File: src/inc/srr_pkg.sv
// Shared constants and types for the standard request responder
package srr_pkg;
   // Request type codes
   localparam logic [7:0] RT_DEV_OUT = 8'h00;
   localparam logic [7:0] RT_IF_OUT = 8'h01;
   localparam logic [7:0] RT_EP_OUT = 8'h02;
   localparam logic [7:0] RT_DEV_IN = 8'h80;
   localparam logic [7:0] RT_IF_IN = 8'h81;
   // Request codes
   localparam logic [7:0] REQ_CLEAR_FEATURE = 8'h01;
   localparam logic [7:0] REQ_GET_DESCRIPTOR = 8'h06;
   localparam logic [7:0] REQ_GET_CONFIGURATION = 8'h08;
   localparam logic [7:0] REQ_GET_INTERFACE = 8'h0a;
   // Descriptor types
   localparam logic [7:0] DT_DEVICE = 8'h01;
   localparam logic [7:0] DT_CONFIG = 8'h02;
   localparam logic [7:0] DT_STRING = 8'h03;
   localparam logic [7:0] DT_QUALIFIER = 8'h06;
   localparam logic [7:0] DT_OTHER_SPEED = 8'h07;
   // Feature selectors
   localparam logic [15:0] FS_ENDPOINT_HALT = 16'h0000;
   localparam logic [15:0] FS_REMOTE_WAKEUP = 16'h0001;
   localparam logic [15:0] FS_TEST_MODE = 16'h0002;
   // Index field layout when it names an endpoint
   localparam int EP_NUM_LSB = 0;
   localparam int EP_NUM_W = 4;
   localparam int EP_DIR_BIT = 7;
   // Fixed lengths
   localparam logic [15:0] LEN_ONE = 16'h0001;
   localparam logic [15:0] LEN_ZERO = 16'h0000;
   // Device states
   typedef enum logic [1:0] {
      DST_DEFAULT = 2'b00,
      DST_ADDRESS = 2'b01,
      DST_CONFIGURED = 2'b10
   } srr_dstate_t;
   // Device end sequencer
   typedef enum logic [2:0] {
      DV_IDLE = 3'b000,
      DV_DECODE = 3'b001,
      DV_STREAM = 3'b010,
      DV_FLUSH = 3'b011,
      DV_CMPL = 3'b100
   } srr_dev_fsm_t;
   // Host end sequencer
   typedef enum logic [1:0] {
      HS_IDLE = 2'b00,
      HS_SETUP = 2'b01,
      HS_WAIT = 2'b10
   } srr_host_fsm_t;
endpackage : srr_pkg

File: src/inc/srr_link_if.sv
// Link between the host end and the device end of the request responder
`timescale 1ns/1ps
`default_nettype none
interface srr_link_if;
   logic setup_valid;
   logic setup_ready;
   logic [7:0] rtype;
   logic [7:0] code;
   logic [15:0] value;
   logic [15:0] index;
   logic [15:0] length;
   logic data_valid;
   logic data_ready;
   logic [7:0] data;
   logic data_last;
   logic cmpl_valid;
   logic cmpl_stall;
   logic cmpl_short;
   modport dev(
      input setup_valid, rtype, code, value, index, length, data_ready,
      output setup_ready, data_valid, data, data_last, cmpl_valid, cmpl_stall, cmpl_short
   );
   modport host(
      output setup_valid, rtype, code, value, index, length, data_ready,
      input setup_ready, data_valid, data, data_last, cmpl_valid, cmpl_stall, cmpl_short
   );
endinterface : srr_link_if
`default_nettype wire

File: src/hw/srr_device.sv
// Device end: decodes standard requests and streams answers
`timescale 1ns/1ps
`default_nettype none
module srr_device #(
   parameter int NUM_IF = 1,
   parameter int NUM_EP = 2,
   parameter int DIR_SLOTS = 4,
   parameter int MEM_AW = 8,
   parameter int MAX_PKT = 8,
   parameter bit HS_CAPABLE = 1'b0,
   parameter bit RWAKE_SUPPORT = 1'b1
) (
   // Clock, reset, enable
   input wire logic CLOCK_I,
   input wire logic RESET_N_I,
   input wire logic CE_I,
   // Link to the host end
   srr_link_if.dev link,
   // Device state from the enumeration logic
   input wire logic DEV_ADDRESSED_I,
   input wire logic [7:0] CONFIG_VALUE_I,
   input wire logic [NUM_IF*8-1:0] ALT_SETTING_I,
   // Descriptor store load port
   input wire logic DESC_WE_I,
   input wire logic [MEM_AW-1:0] DESC_ADDR_I,
   input wire logic [7:0] DESC_DATA_I,
   // Descriptor directory load port
   input wire logic DIR_WE_I,
   input wire logic [$clog2(DIR_SLOTS)-1:0] DIR_SEL_I,
   input wire logic [7:0] DIR_TYPE_I,
   input wire logic [7:0] DIR_INDEX_I,
   input wire logic [MEM_AW-1:0] DIR_BASE_I,
   input wire logic [15:0] DIR_LEN_I,
   // Feature clear actions and state
   output logic CLR_REMOTE_WAKEUP_O,
   output logic CLR_HALT_O,
   output logic [srr_pkg::EP_NUM_W-1:0] CLR_HALT_EP_O,
   output logic CLR_HALT_IN_O,
   output logic [1:0] DEV_STATE_O
);
   localparam int SW = $clog2(DIR_SLOTS);

   generate
      // Slot select must not reach past the directory, so only powers of two
      if (NUM_IF < 1 || NUM_EP < 1 || NUM_EP > 16 || DIR_SLOTS < 2 || MAX_PKT < 1
          || (1 << SW) != DIR_SLOTS) begin : g_bad
         $error("srr_device: unsupported parameter values");
      end
   endgenerate

   srr_pkg::srr_dstate_t dstate_r;
   srr_pkg::srr_dev_fsm_t fsm_r;
   logic [7:0] cfg_r;
   logic [7:0] rt_r;
   logic [7:0] rq_r;
   logic [15:0] val_r;
   logic [15:0] idx_r;
   logic [15:0] len_r;
   logic [7:0] mem [0:(1<<MEM_AW)-1];
   logic [7:0] dir_type_r [DIR_SLOTS];
   logic [7:0] dir_idx_r [DIR_SLOTS];
   logic [MEM_AW-1:0] dir_base_r [DIR_SLOTS];
   logic [15:0] dir_len_r [DIR_SLOTS];
   logic [DIR_SLOTS-1:0] hit_vec;
   logic hit;
   logic [MEM_AW-1:0] hit_base;
   logic [15:0] hit_len;
   logic dec_err;
   logic dec_desc;
   logic dec_byte_mode;
   logic [7:0] dec_byte;
   logic clr_rw;
   logic clr_halt;
   logic ep_ok;
   logic [srr_pkg::EP_NUM_W-1:0] ep_num;
   logic [15:0] cnt_r;
   logic [MEM_AW-1:0] ptr_r;
   logic use_byte_r;
   logic [7:0] byte_r;
   logic stall_r;
   logic short_r;
   logic [8:0] buf_r [2];
   logic wp_r;
   logic rp_r;
   logic [1:0] fcnt_r;
   logic push;
   logic pop;

   // State follows the enumeration inputs in every cycle with the enable high
   always_ff @(posedge CLOCK_I or negedge RESET_N_I) begin
      if (!RESET_N_I) begin
         dstate_r <= srr_pkg::DST_DEFAULT;
         cfg_r <= 8'h00;
      end else if (CE_I) begin
         cfg_r <= CONFIG_VALUE_I;
         if (CONFIG_VALUE_I != 8'h00 && DEV_ADDRESSED_I) begin
            dstate_r <= srr_pkg::DST_CONFIGURED;
         end else if (DEV_ADDRESSED_I) begin
            dstate_r <= srr_pkg::DST_ADDRESS;
         end else begin
            dstate_r <= srr_pkg::DST_DEFAULT;
         end
      end
   end
   assign DEV_STATE_O = dstate_r;

   // Descriptor bytes carry no reset; contents are loaded before use
   always_ff @(posedge CLOCK_I) begin
      if (CE_I && DESC_WE_I) begin
         mem[DESC_ADDR_I] <= DESC_DATA_I;
      end
   end

   // Directory of stored descriptors; zero length marks an empty slot
   always_ff @(posedge CLOCK_I or negedge RESET_N_I) begin
      if (!RESET_N_I) begin
         for (int i = 0; i < DIR_SLOTS; i++) begin
            dir_type_r[i] <= 8'h00;
            dir_idx_r[i] <= 8'h00;
            dir_base_r[i] <= '0;
            dir_len_r[i] <= 16'h0000;
         end
      end else if (CE_I && DIR_WE_I) begin
         dir_type_r[DIR_SEL_I] <= DIR_TYPE_I;
         dir_idx_r[DIR_SEL_I] <= DIR_INDEX_I;
         dir_base_r[DIR_SEL_I] <= DIR_BASE_I;
         dir_len_r[DIR_SEL_I] <= DIR_LEN_I;
      end
   end

   // Type in the high byte, index in the low byte
   genvar g;
   generate
      for (g = 0; g < DIR_SLOTS; g++) begin : g_dir
         assign hit_vec[g] = (dir_len_r[g] != 16'h0000) && (dir_type_r[g] == val_r[15:8])
                             && (dir_idx_r[g] == val_r[7:0]);
      end
   endgenerate

   // Lowest matching slot wins; other-speed types need a high-speed part
   always_comb begin
      hit = 1'b0;
      hit_base = '0;
      hit_len = 16'h0000;
      for (int i = DIR_SLOTS - 1; i >= 0; i--) begin
         if (hit_vec[i]) begin
            hit = 1'b1;
            hit_base = dir_base_r[i];
            hit_len = dir_len_r[i];
         end
      end
      if (!HS_CAPABLE && (val_r[15:8] == srr_pkg::DT_QUALIFIER
                          || val_r[15:8] == srr_pkg::DT_OTHER_SPEED)) begin
         hit = 1'b0;
      end
   end

   assign ep_num = idx_r[srr_pkg::EP_NUM_LSB +: srr_pkg::EP_NUM_W];
   assign ep_ok = (32'(ep_num) < NUM_EP) && (idx_r[6:4] == 3'h0) && (idx_r[15:8] == 8'h00);

   // Request decode; anything not accepted below is a request error
   always_comb begin
      dec_err = 1'b1;
      dec_desc = 1'b0;
      dec_byte_mode = 1'b0;
      dec_byte = 8'h00;
      clr_rw = 1'b0;
      clr_halt = 1'b0;
      case (rq_r)
         srr_pkg::REQ_CLEAR_FEATURE: begin
            // Default state is treated as unsupported
            if (dstate_r != srr_pkg::DST_DEFAULT && len_r == srr_pkg::LEN_ZERO) begin
               if (rt_r == srr_pkg::RT_DEV_OUT) begin
                  // Test mode selector falls through to an error
                  if (val_r == srr_pkg::FS_REMOTE_WAKEUP && RWAKE_SUPPORT) begin
                     dec_err = 1'b0;
                     clr_rw = 1'b1;
                  end
               end else if (rt_r == srr_pkg::RT_EP_OUT) begin
                  // Address state reaches endpoint zero only
                  if (val_r == srr_pkg::FS_ENDPOINT_HALT && ep_ok
                      && (dstate_r == srr_pkg::DST_CONFIGURED || ep_num == '0)) begin
                     dec_err = 1'b0;
                     clr_halt = 1'b1;
                  end
               end
               // Interfaces have no clearable features, so always an error
            end
         end
         srr_pkg::REQ_GET_CONFIGURATION: begin
            if (rt_r == srr_pkg::RT_DEV_IN && len_r == srr_pkg::LEN_ONE) begin
               dec_err = 1'b0;
               dec_byte_mode = 1'b1;
               // Zero unless configured
               dec_byte = (dstate_r == srr_pkg::DST_CONFIGURED) ? cfg_r : 8'h00;
            end
         end
         srr_pkg::REQ_GET_DESCRIPTOR: begin
            // No state check: valid in every state
            if (rt_r == srr_pkg::RT_DEV_IN && hit) begin
               dec_err = 1'b0;
               dec_desc = 1'b1;
            end
         end
         srr_pkg::REQ_GET_INTERFACE: begin
            if (rt_r == srr_pkg::RT_IF_IN && dstate_r == srr_pkg::DST_CONFIGURED
                && 32'(idx_r) < NUM_IF && len_r == srr_pkg::LEN_ONE) begin
               dec_err = 1'b0;
               dec_byte_mode = 1'b1;
               dec_byte = ALT_SETTING_I[idx_r[7:0]*8 +: 8];
            end
         end
         default: begin
            dec_err = 1'b1;
         end
      endcase
   end

   assign link.setup_ready = (fsm_r == srr_pkg::DV_IDLE);
   assign push = (fsm_r == srr_pkg::DV_STREAM) && (fcnt_r != 2'd2);
   assign pop = link.data_valid && link.data_ready;

   // Request sequencer
   always_ff @(posedge CLOCK_I or negedge RESET_N_I) begin
      if (!RESET_N_I) begin
         fsm_r <= srr_pkg::DV_IDLE;
         rt_r <= 8'h00;
         rq_r <= 8'h00;
         val_r <= 16'h0000;
         idx_r <= 16'h0000;
         len_r <= 16'h0000;
         cnt_r <= 16'h0000;
         ptr_r <= '0;
         use_byte_r <= 1'b0;
         byte_r <= 8'h00;
         stall_r <= 1'b0;
         short_r <= 1'b0;
      end else if (CE_I) begin
         case (fsm_r)
            srr_pkg::DV_IDLE: begin
               if (link.setup_valid) begin
                  rt_r <= link.rtype;
                  rq_r <= link.code;
                  val_r <= link.value;
                  idx_r <= link.index;
                  len_r <= link.length;
                  fsm_r <= srr_pkg::DV_DECODE;
               end
            end
            srr_pkg::DV_DECODE: begin
               stall_r <= dec_err;
               use_byte_r <= dec_byte_mode;
               byte_r <= dec_byte;
               ptr_r <= hit_base;
               // Send the lesser of stored and requested length
               cnt_r <= dec_byte_mode ? srr_pkg::LEN_ONE : (hit_len < len_r ? hit_len : len_r);
               // Short stored data ending on a full packet needs a zero-length packet
               short_r <= dec_desc && hit_len < len_r && (32'(hit_len) % MAX_PKT == 0);
               // Errors skip the data stage and stall at once
               if (dec_err || (dec_desc && (hit_len == 16'h0000 || len_r == 16'h0000))) begin
                  fsm_r <= srr_pkg::DV_CMPL;
               end else if (dec_desc || dec_byte_mode) begin
                  fsm_r <= srr_pkg::DV_STREAM;
               end else begin
                  fsm_r <= srr_pkg::DV_CMPL;
               end
            end
            srr_pkg::DV_STREAM: begin
               // Bytes leave in stored order, so nested descriptors keep their layout
               if (push) begin
                  ptr_r <= ptr_r + 1'b1;
                  cnt_r <= cnt_r - 16'h0001;
                  if (cnt_r == 16'h0001) begin
                     fsm_r <= srr_pkg::DV_FLUSH;
                  end
               end
            end
            srr_pkg::DV_FLUSH: begin
               // Completion waits until the host has taken every byte
               if (fcnt_r == 2'd0) begin
                  fsm_r <= srr_pkg::DV_CMPL;
               end
            end
            srr_pkg::DV_CMPL: begin
               fsm_r <= srr_pkg::DV_IDLE;
            end
            default: begin
               fsm_r <= srr_pkg::DV_IDLE;
            end
         endcase
      end
   end

   assign link.cmpl_valid = (fsm_r == srr_pkg::DV_CMPL);
   assign link.cmpl_stall = stall_r;
   assign link.cmpl_short = short_r;

   // Feature clear pulses land before the status stage can complete
   always_ff @(posedge CLOCK_I or negedge RESET_N_I) begin
      if (!RESET_N_I) begin
         CLR_REMOTE_WAKEUP_O <= 1'b0;
         CLR_HALT_O <= 1'b0;
         CLR_HALT_EP_O <= '0;
         CLR_HALT_IN_O <= 1'b0;
      end else if (CE_I) begin
         CLR_REMOTE_WAKEUP_O <= (fsm_r == srr_pkg::DV_DECODE) && clr_rw;
         CLR_HALT_O <= (fsm_r == srr_pkg::DV_DECODE) && clr_halt;
         if (fsm_r == srr_pkg::DV_DECODE && clr_halt) begin
            CLR_HALT_EP_O <= ep_num;
            CLR_HALT_IN_O <= idx_r[srr_pkg::EP_DIR_BIT];
         end
      end
   end

   // Two-entry buffer: a host stall holds data without losing a byte
   always_ff @(posedge CLOCK_I or negedge RESET_N_I) begin
      if (!RESET_N_I) begin
         wp_r <= 1'b0;
         rp_r <= 1'b0;
         fcnt_r <= 2'd0;
         buf_r[0] <= 9'h000;
         buf_r[1] <= 9'h000;
      end else if (CE_I) begin
         if (push) begin
            buf_r[wp_r] <= {cnt_r == 16'h0001, use_byte_r ? byte_r : mem[ptr_r]};
            wp_r <= ~wp_r;
         end
         if (pop) begin
            rp_r <= ~rp_r;
         end
         fcnt_r <= fcnt_r + {1'b0, push} - {1'b0, pop};
      end
   end

   assign link.data_valid = (fcnt_r != 2'd0);
   assign link.data = buf_r[rp_r][7:0];
   assign link.data_last = buf_r[rp_r][8];
endmodule : srr_device
`default_nettype wire

File: src/flat_wrapper.sv
// flat-port wrapper written by rule: the top's interface ports become plain ports
module srr_device_flat 
#(
   parameter int NUM_IF = 1,
   parameter int NUM_EP = 2,
   parameter int DIR_SLOTS = 4,
   parameter int MEM_AW = 8,
   parameter int MAX_PKT = 8,
   parameter bit HS_CAPABLE = 1'b0,
   parameter bit RWAKE_SUPPORT = 1'b1
)
  (CLOCK_I, RESET_N_I, CE_I, DEV_ADDRESSED_I, CONFIG_VALUE_I, ALT_SETTING_I, DESC_WE_I, DESC_ADDR_I, DESC_DATA_I, DIR_WE_I, DIR_SEL_I, DIR_TYPE_I, DIR_INDEX_I, DIR_BASE_I, DIR_LEN_I, CLR_REMOTE_WAKEUP_O, CLR_HALT_O, CLR_HALT_EP_O, CLR_HALT_IN_O, DEV_STATE_O, link_setup_valid, link_rtype, link_code, link_value, link_index, link_length, link_data_ready, link_setup_ready, link_data_valid, link_data, link_data_last, link_cmpl_valid, link_cmpl_stall, link_cmpl_short);
  srr_link_if link_i ();
  input wire logic CLOCK_I;
  input wire logic RESET_N_I;
  input wire logic CE_I;
  input wire logic DEV_ADDRESSED_I;
  input wire logic [7:0] CONFIG_VALUE_I;
  input wire logic [NUM_IF*8-1:0] ALT_SETTING_I;
  input wire logic DESC_WE_I;
  input wire logic [MEM_AW-1:0] DESC_ADDR_I;
  input wire logic [7:0] DESC_DATA_I;
  input wire logic DIR_WE_I;
  input wire logic [$clog2(DIR_SLOTS)-1:0] DIR_SEL_I;
  input wire logic [7:0] DIR_TYPE_I;
  input wire logic [7:0] DIR_INDEX_I;
  input wire logic [MEM_AW-1:0] DIR_BASE_I;
  input wire logic [15:0] DIR_LEN_I;
  output logic CLR_REMOTE_WAKEUP_O;
  output logic CLR_HALT_O;
  output logic [srr_pkg::EP_NUM_W-1:0] CLR_HALT_EP_O;
  output logic CLR_HALT_IN_O;
  output logic [1:0] DEV_STATE_O;
  input wire logic [$bits(link_i.setup_valid)-1:0] link_setup_valid;
  input wire logic [$bits(link_i.rtype)-1:0] link_rtype;
  input wire logic [$bits(link_i.code)-1:0] link_code;
  input wire logic [$bits(link_i.value)-1:0] link_value;
  input wire logic [$bits(link_i.index)-1:0] link_index;
  input wire logic [$bits(link_i.length)-1:0] link_length;
  input wire logic [$bits(link_i.data_ready)-1:0] link_data_ready;
  output wire logic [$bits(link_i.setup_ready)-1:0] link_setup_ready;
  output wire logic [$bits(link_i.data_valid)-1:0] link_data_valid;
  output wire logic [$bits(link_i.data)-1:0] link_data;
  output wire logic [$bits(link_i.data_last)-1:0] link_data_last;
  output wire logic [$bits(link_i.cmpl_valid)-1:0] link_cmpl_valid;
  output wire logic [$bits(link_i.cmpl_stall)-1:0] link_cmpl_stall;
  output wire logic [$bits(link_i.cmpl_short)-1:0] link_cmpl_short;
  assign link_i.setup_valid = link_setup_valid;
  assign link_i.rtype = link_rtype;
  assign link_i.code = link_code;
  assign link_i.value = link_value;
  assign link_i.index = link_index;
  assign link_i.length = link_length;
  assign link_i.data_ready = link_data_ready;
  assign link_setup_ready = link_i.setup_ready;
  assign link_data_valid = link_i.data_valid;
  assign link_data = link_i.data;
  assign link_data_last = link_i.data_last;
  assign link_cmpl_valid = link_i.cmpl_valid;
  assign link_cmpl_stall = link_i.cmpl_stall;
  assign link_cmpl_short = link_i.cmpl_short;
  srr_device #(.NUM_IF(NUM_IF), .NUM_EP(NUM_EP), .DIR_SLOTS(DIR_SLOTS), .MEM_AW(MEM_AW), .MAX_PKT(MAX_PKT), .HS_CAPABLE(HS_CAPABLE), .RWAKE_SUPPORT(RWAKE_SUPPORT)) u_core (.CLOCK_I(CLOCK_I), .RESET_N_I(RESET_N_I), .CE_I(CE_I), .link(link_i), .DEV_ADDRESSED_I(DEV_ADDRESSED_I), .CONFIG_VALUE_I(CONFIG_VALUE_I), .ALT_SETTING_I(ALT_SETTING_I), .DESC_WE_I(DESC_WE_I), .DESC_ADDR_I(DESC_ADDR_I), .DESC_DATA_I(DESC_DATA_I), .DIR_WE_I(DIR_WE_I), .DIR_SEL_I(DIR_SEL_I), .DIR_TYPE_I(DIR_TYPE_I), .DIR_INDEX_I(DIR_INDEX_I), .DIR_BASE_I(DIR_BASE_I), .DIR_LEN_I(DIR_LEN_I), .CLR_REMOTE_WAKEUP_O(CLR_REMOTE_WAKEUP_O), .CLR_HALT_O(CLR_HALT_O), .CLR_HALT_EP_O(CLR_HALT_EP_O), .CLR_HALT_IN_O(CLR_HALT_IN_O), .DEV_STATE_O(DEV_STATE_O));
endmodule
File: config.mk
export PLATFORM = sky130hd
export DESIGN_NAME = srr_device_flat
export DESIGN_NICKNAME = d
export VERILOG_FILES = /design/src/inc/srr_pkg.sv /design/src/inc/srr_link_if.sv /design/src/hw/srr_device.sv /design/src/flat_wrapper.sv
export SDC_FILE = /design/constraint.sdc
export NUM_CORES = 2
export LEC_CHECK = 0
export BUFFER_PORTS_ARGS = -buffer_cell sky130_fd_sc_hd__clkbuf_2
export CAP_MARGIN = 15
export CORE_MARGIN = 2
export CORE_UTILIZATION = 62
export CTS_CLUSTER_DIAMETER = 150
export DETAILED_ROUTE_END_ITERATION = 8
export GPL_TIMING_DRIVEN = 0
export PLACE_DENSITY = 0.84
export SYNTH_ARGS = -nofsm -noshare
export SYNTH_HDL_FRONTEND = slang
export SYNTH_SLANG_ARGS = --single-unit
export TNS_END_PERCENT = 1
File: constraint.sdc
create_clock -name CLOCK_I -period 6.38 [get_ports CLOCK_I]
set_clock_uncertainty 0.1 [all_clocks]
set_input_delay 0.319 -clock CLOCK_I [delete_from_list [all_inputs] [get_ports CLOCK_I]]
set_output_delay 0.319 -clock CLOCK_I [all_outputs]
set_load 0.05 [all_outputs]
==> summary.md <==
| Metric | Value |
|---|---|
| Startpoint Class | `flip-flop` |
| Number of setup violations in the final report | `8` |
| Port Buffers | `164` |
| CTS root buffer | `clkbuf_16` |
| Crit path cell chain | `clkbuf_1 > clkbuf_1 > buf_2 > buf_2 > mux4_2 > a221oi_1 > o22ai_1 > nor4_1 > a221o_1 > a31oi_1` |
| Share of cells above drive strength 1 | `22.6%` |
| Worst reg2reg startpoint | `u_core.ptr_r[0]` |
| WP data required | `7010 ps` |
| Synth cell types | `between 60 and 70` |
| Final hold vios | `0` |
| # IOs | `169` |
| Post-route design area | `106000 µm²` |
| P per Cell Area | `401 nW/µm²` |
| CTS H-tree lvls | `4` |
| Vias in the first global route | `between 50000 and 60000` |
| Reg2reg path depth | `10` |
| Psw | `roughly 14000 µW` |
| Power share of the clock group | `a little under a third` |
| Avg Cell Area, Syn | `18.7 µm²` |
| DRT iter0 DRCs | `10500` |
| Antenna violations before repair | `24` |
| Worst-Margin Slew | `1510 ps` |
| Failing checks | `design-rule violations, max-capacitance violations, max-slew violations, negative setup slack` |
| Core ar. | `150000 µm²` |
| DR pass1 iterations | `9` |
| CP Class | `reg -> reg` |
| Placed standard-cell area | `97600 µm²` |
| Critical path's slowest cell | `nor4_1` |
| Reg-to-reg setup timing slack | `-130 ps` |
| Internal | `about 29000 µW` |
| Register area share after synthesis | `73.8%` |
| Arrival time at the worst endpoint | `7140 ps` |
| Worst vdd ir | `0.299 mV` |
| Vias post-DR | `a little under 60000` |
| Post-route ant nets | `0` |
| RSZ-0062 raised after global routing | `false` |
| Die Span Y | `392 µm` |
| Status | `finished, violations left` |
| CTS buffer count | `between 200 and 250` |
| Yosys reg bits | `~2300` |
| Post-synth EDFFs | `2048` |
| Min-delay src | `DESC_DATA_I[1]` |
| Area growth syn-to-layout | `13.5%` |
| Via-to-Cell Ratio | `around 7.4` |
| Final Util | `70.9%` |
| Detailed Route WL | `295 mm` |
| CTS Sinks | `between 2000 and 2500` |
| Global Route Usage Sum | `between 30% and 40%` |
| Crit. Startpoint | `u_core.ptr_r[0]` |
| Cells after Synth | `5005` |
| Post-synthesis net count | `approximately 5200` |
| Nets | `~5700` |
| # DRC | `61` |
| First-pass GRT wire length | `slightly above 400 mm` |
| Critical-path maximum fanout | `10` |
| Layout fillers | `between 8000 and 9000` |
| Post-route setup slack | `-134 ps` |
| Largest net degree at the start of global routing | `155` |
| Top FF cell, synth | `edfxtp_1` |
| Max-Cap Viols | `1` |
| Clock Latency Late Sink | `910 ps` |
| Mapped Area | `93500 µm²` |
| Crit-path max cell delay | `1130 ps` |
| Total Power | `roughly 43000 µW` |
| CTS tree | `yes` |
| Hold Path End | `u_core.mem[159][1]` |
| Hold Path Depth | `1` |
| Ys async rst share | `12.8%` |
| Routability cong. | `0.990` |
| Combinational power share | `between 20% and 30%` |
| Pleak | `~0.035 µW` |
| Total grt overflow | `0` |
| Seq pwr share | `42.0%` |
| Type of the most critical hold path | `in -> reg` |
| CP Capture Type | `flip-flop` |
| Worst-case clock buffer depth | `3` |
| Placement Setup Slack | `225 ps` |
| Clock Pin Slew Worst Setup and Hold Paths | `60 ps` |
| Slew headroom | `-0.510%` |
| Dpl hpwl | `181 mm` |
| Drt wl/cell | `37.9 µm` |
| Fin Hold WS | `3.95 ps` |
| Max Slew Vio Count | `9` |
| Initial Util | `62.4%` |
| Min Tclk post-route | `6510 ps` |
| Reg-to-Reg End | `u_core.buf_r[14]` |
| Final period util | `102%` |
| Cell Rows | `142` |
| F_max | `154 MHz` |
| Die X | `392 µm` |
| Sw Ratio | `33.1%` |
| Warnings from Yosys | `0` |
| Die area | `154000 µm²` |
## flip-flops by register name (all words and copies together) (netlist names), 3 cells and up
| register | flops |
|---|---|
| u_core.dir_len_r | 64 |
| u_core.val_r | 16 |
| u_core.cfg_r | 8 |
| u_core.dir_type_r | 32 |
| u_core.ptr_r | 8 |
| u_core.fsm_r | 3 |
| u_core.dir_idx_r | 32 |
| u_core.rq_r | 8 |
| u_core.mem | 2048 |
| u_core.rt_r | 8 |
| u_core.dir_base_r | 32 |
| u_core.buf_r | 18 |
| u_core.cnt_r | 16 |
| u_core.CLR_HALT_EP_O | 4 |
| u_core.idx_r | 16 |
| u_core.len_r | 16 |
| u_core.byte_r | 8 |
## power groups by stage
stage,clock [µW],combinational (µW),sequential [µW]
after floorplan,0,6570,17900
after global placement,0,10300,18200
after detailed placement,0,10700,18100
after CTS,12800,11100,17800
after global routing,13300,11800,17900
final,12900,11800,17900
## worst max-delay path, delay by kind of cell, from the launching register on
family,cells,cell delay (ps)
buffers and inverters,4,2270
multiplexers,1,610
AO/OA/AOI/OAI,4,1590
AND/OR/NAND/NOR,1,1130
flip-flops,1,640
## cells in the mapped netlist, drive strengths merged, types with 79 or more instances
cell type / n / share of area (%)
a22o: 107 / 1.0
clkbuf: 198 / 0.79
a221oi: 79 / 0.74
mux2i: 145 / 1.6
buf: 131 / 0.67
dfrtp: 301 / 8.1
nand2: 130 / 0.52
nor2: 368 / 1.5
edfxtp: 2048 / 66
a22oi: 93 / 0.75
mux2: 231 / 2.8
mux4: 446 / 11
o21ai: 88 / 0.47
## metal layers
| layer | vias to the layer above | wire (µm) | track usage, % | share of wire, % |
|---|---|---|---|---|
| li1 | 21500 | - | - | - |
| met1 | 28400 | 90700 | 46.5 | 31 |
| met2 | 6185 | 133000 | 57.6 | 45 |
| met3 | 1567 | 46300 | 15.3 | 16 |
| met4 | 28 | 25000 | 25.0 | 8.5 |
| met5 | - | 417 | 0.638 | 0.14 |
## how the worst max path moves through the flow
stage | to | cells past startpoint
2_1_floorplan | u_core.cnt_r[7] | 22
3_3_place_gp | u_core.use_byte_r | 1
3_5_place_dp | u_core.cnt_r[9] | 20
4_1_cts | u_core.cnt_r[9] | 20
5_1_grt | u_core.cnt_r[9] | 20
6_report | u_core.buf_r[14] | 10
## through the flow
| step | setup TNS [ps] | std cells |
|---|---|---|
| 2_1_floorplan | 0 | 5005 |
| 6_report | -851 | 7786 |
| 4_1_cts | 0 | 7759 |
| 3_5_place_dp | 0 | 7216 |
| 5_1_grt | 0 | 7777 |
| 3_3_place_gp | -389960 | 7185 |
## cell type report
class	instances	area, µm²	share of cell area (%)
inverters	41	154	0.145
plain buffers	326	1370	1.29
repair buffers	343	3120	2.94
well taps	2016	2520	2.38
clock inverters	143	1140	1.07
clock buffers	268	5780	5.44
multi-input cells	2286	23000	21.7
flip-flops and latches	2349	69000	65.0
diodes	14	35.0	0.0330
## cell usage in the layout, fill, tap and decap left out, types with 26 or more instances in the layout
master / synthesis / routed
clkinv_1: 1 / 57
xnor2_1: 32 / 32
nor3_1: 26 / 26
o21ai_0: 85 / 84
a221oi_1: 79 / 79
nor2_1: 368 / 368
a22oi_1: 93 / 93
dlygate4sd3_1: 0 / 131
mux4_2: 446 / 446
nand4_1: 47 / 47
a31oi_1: 32 / 32
o211ai_1: 73 / 73
mux2_2: 231 / 231
inv_1: 40 / 40
dfrtp_1: 301 / 301
clkbuf_1: 198 / 225
clkbuf_16: 0 / 221
buf_2: 68 / 70
nor4_1: 49 / 46
clkbuf_2: 0 / 166
o22ai_1: 30 / 30
mux2i_1: 145 / 145
clkinv_2: 0 / 52
nand2_1: 130 / 130
nand3_1: 51 / 51
edfxtp_1: 2048 / 2048
a21oi_1: 41 / 41
buf_1: 58 / 57
xor2_1: 35 / 35
a22o_1: 107 / 107
## what timing repair did
item,CTS,global route
buffers inserted,0,0
setup endpoints to repair,0,18
hold buffers,132,0
resized for setup,0,8
endpoints found under the hold margin,573,0
## cells by family after synthesis
group           share of synthesized area, %
compound gates                          4.93
xor+xnor                               0.645
fa+ha+maj                              0.268
buf+inv                                 1.63
simple gates                            3.64
flops                                   73.8
mux                                     15.1
(Power assumes the default switching activity.)
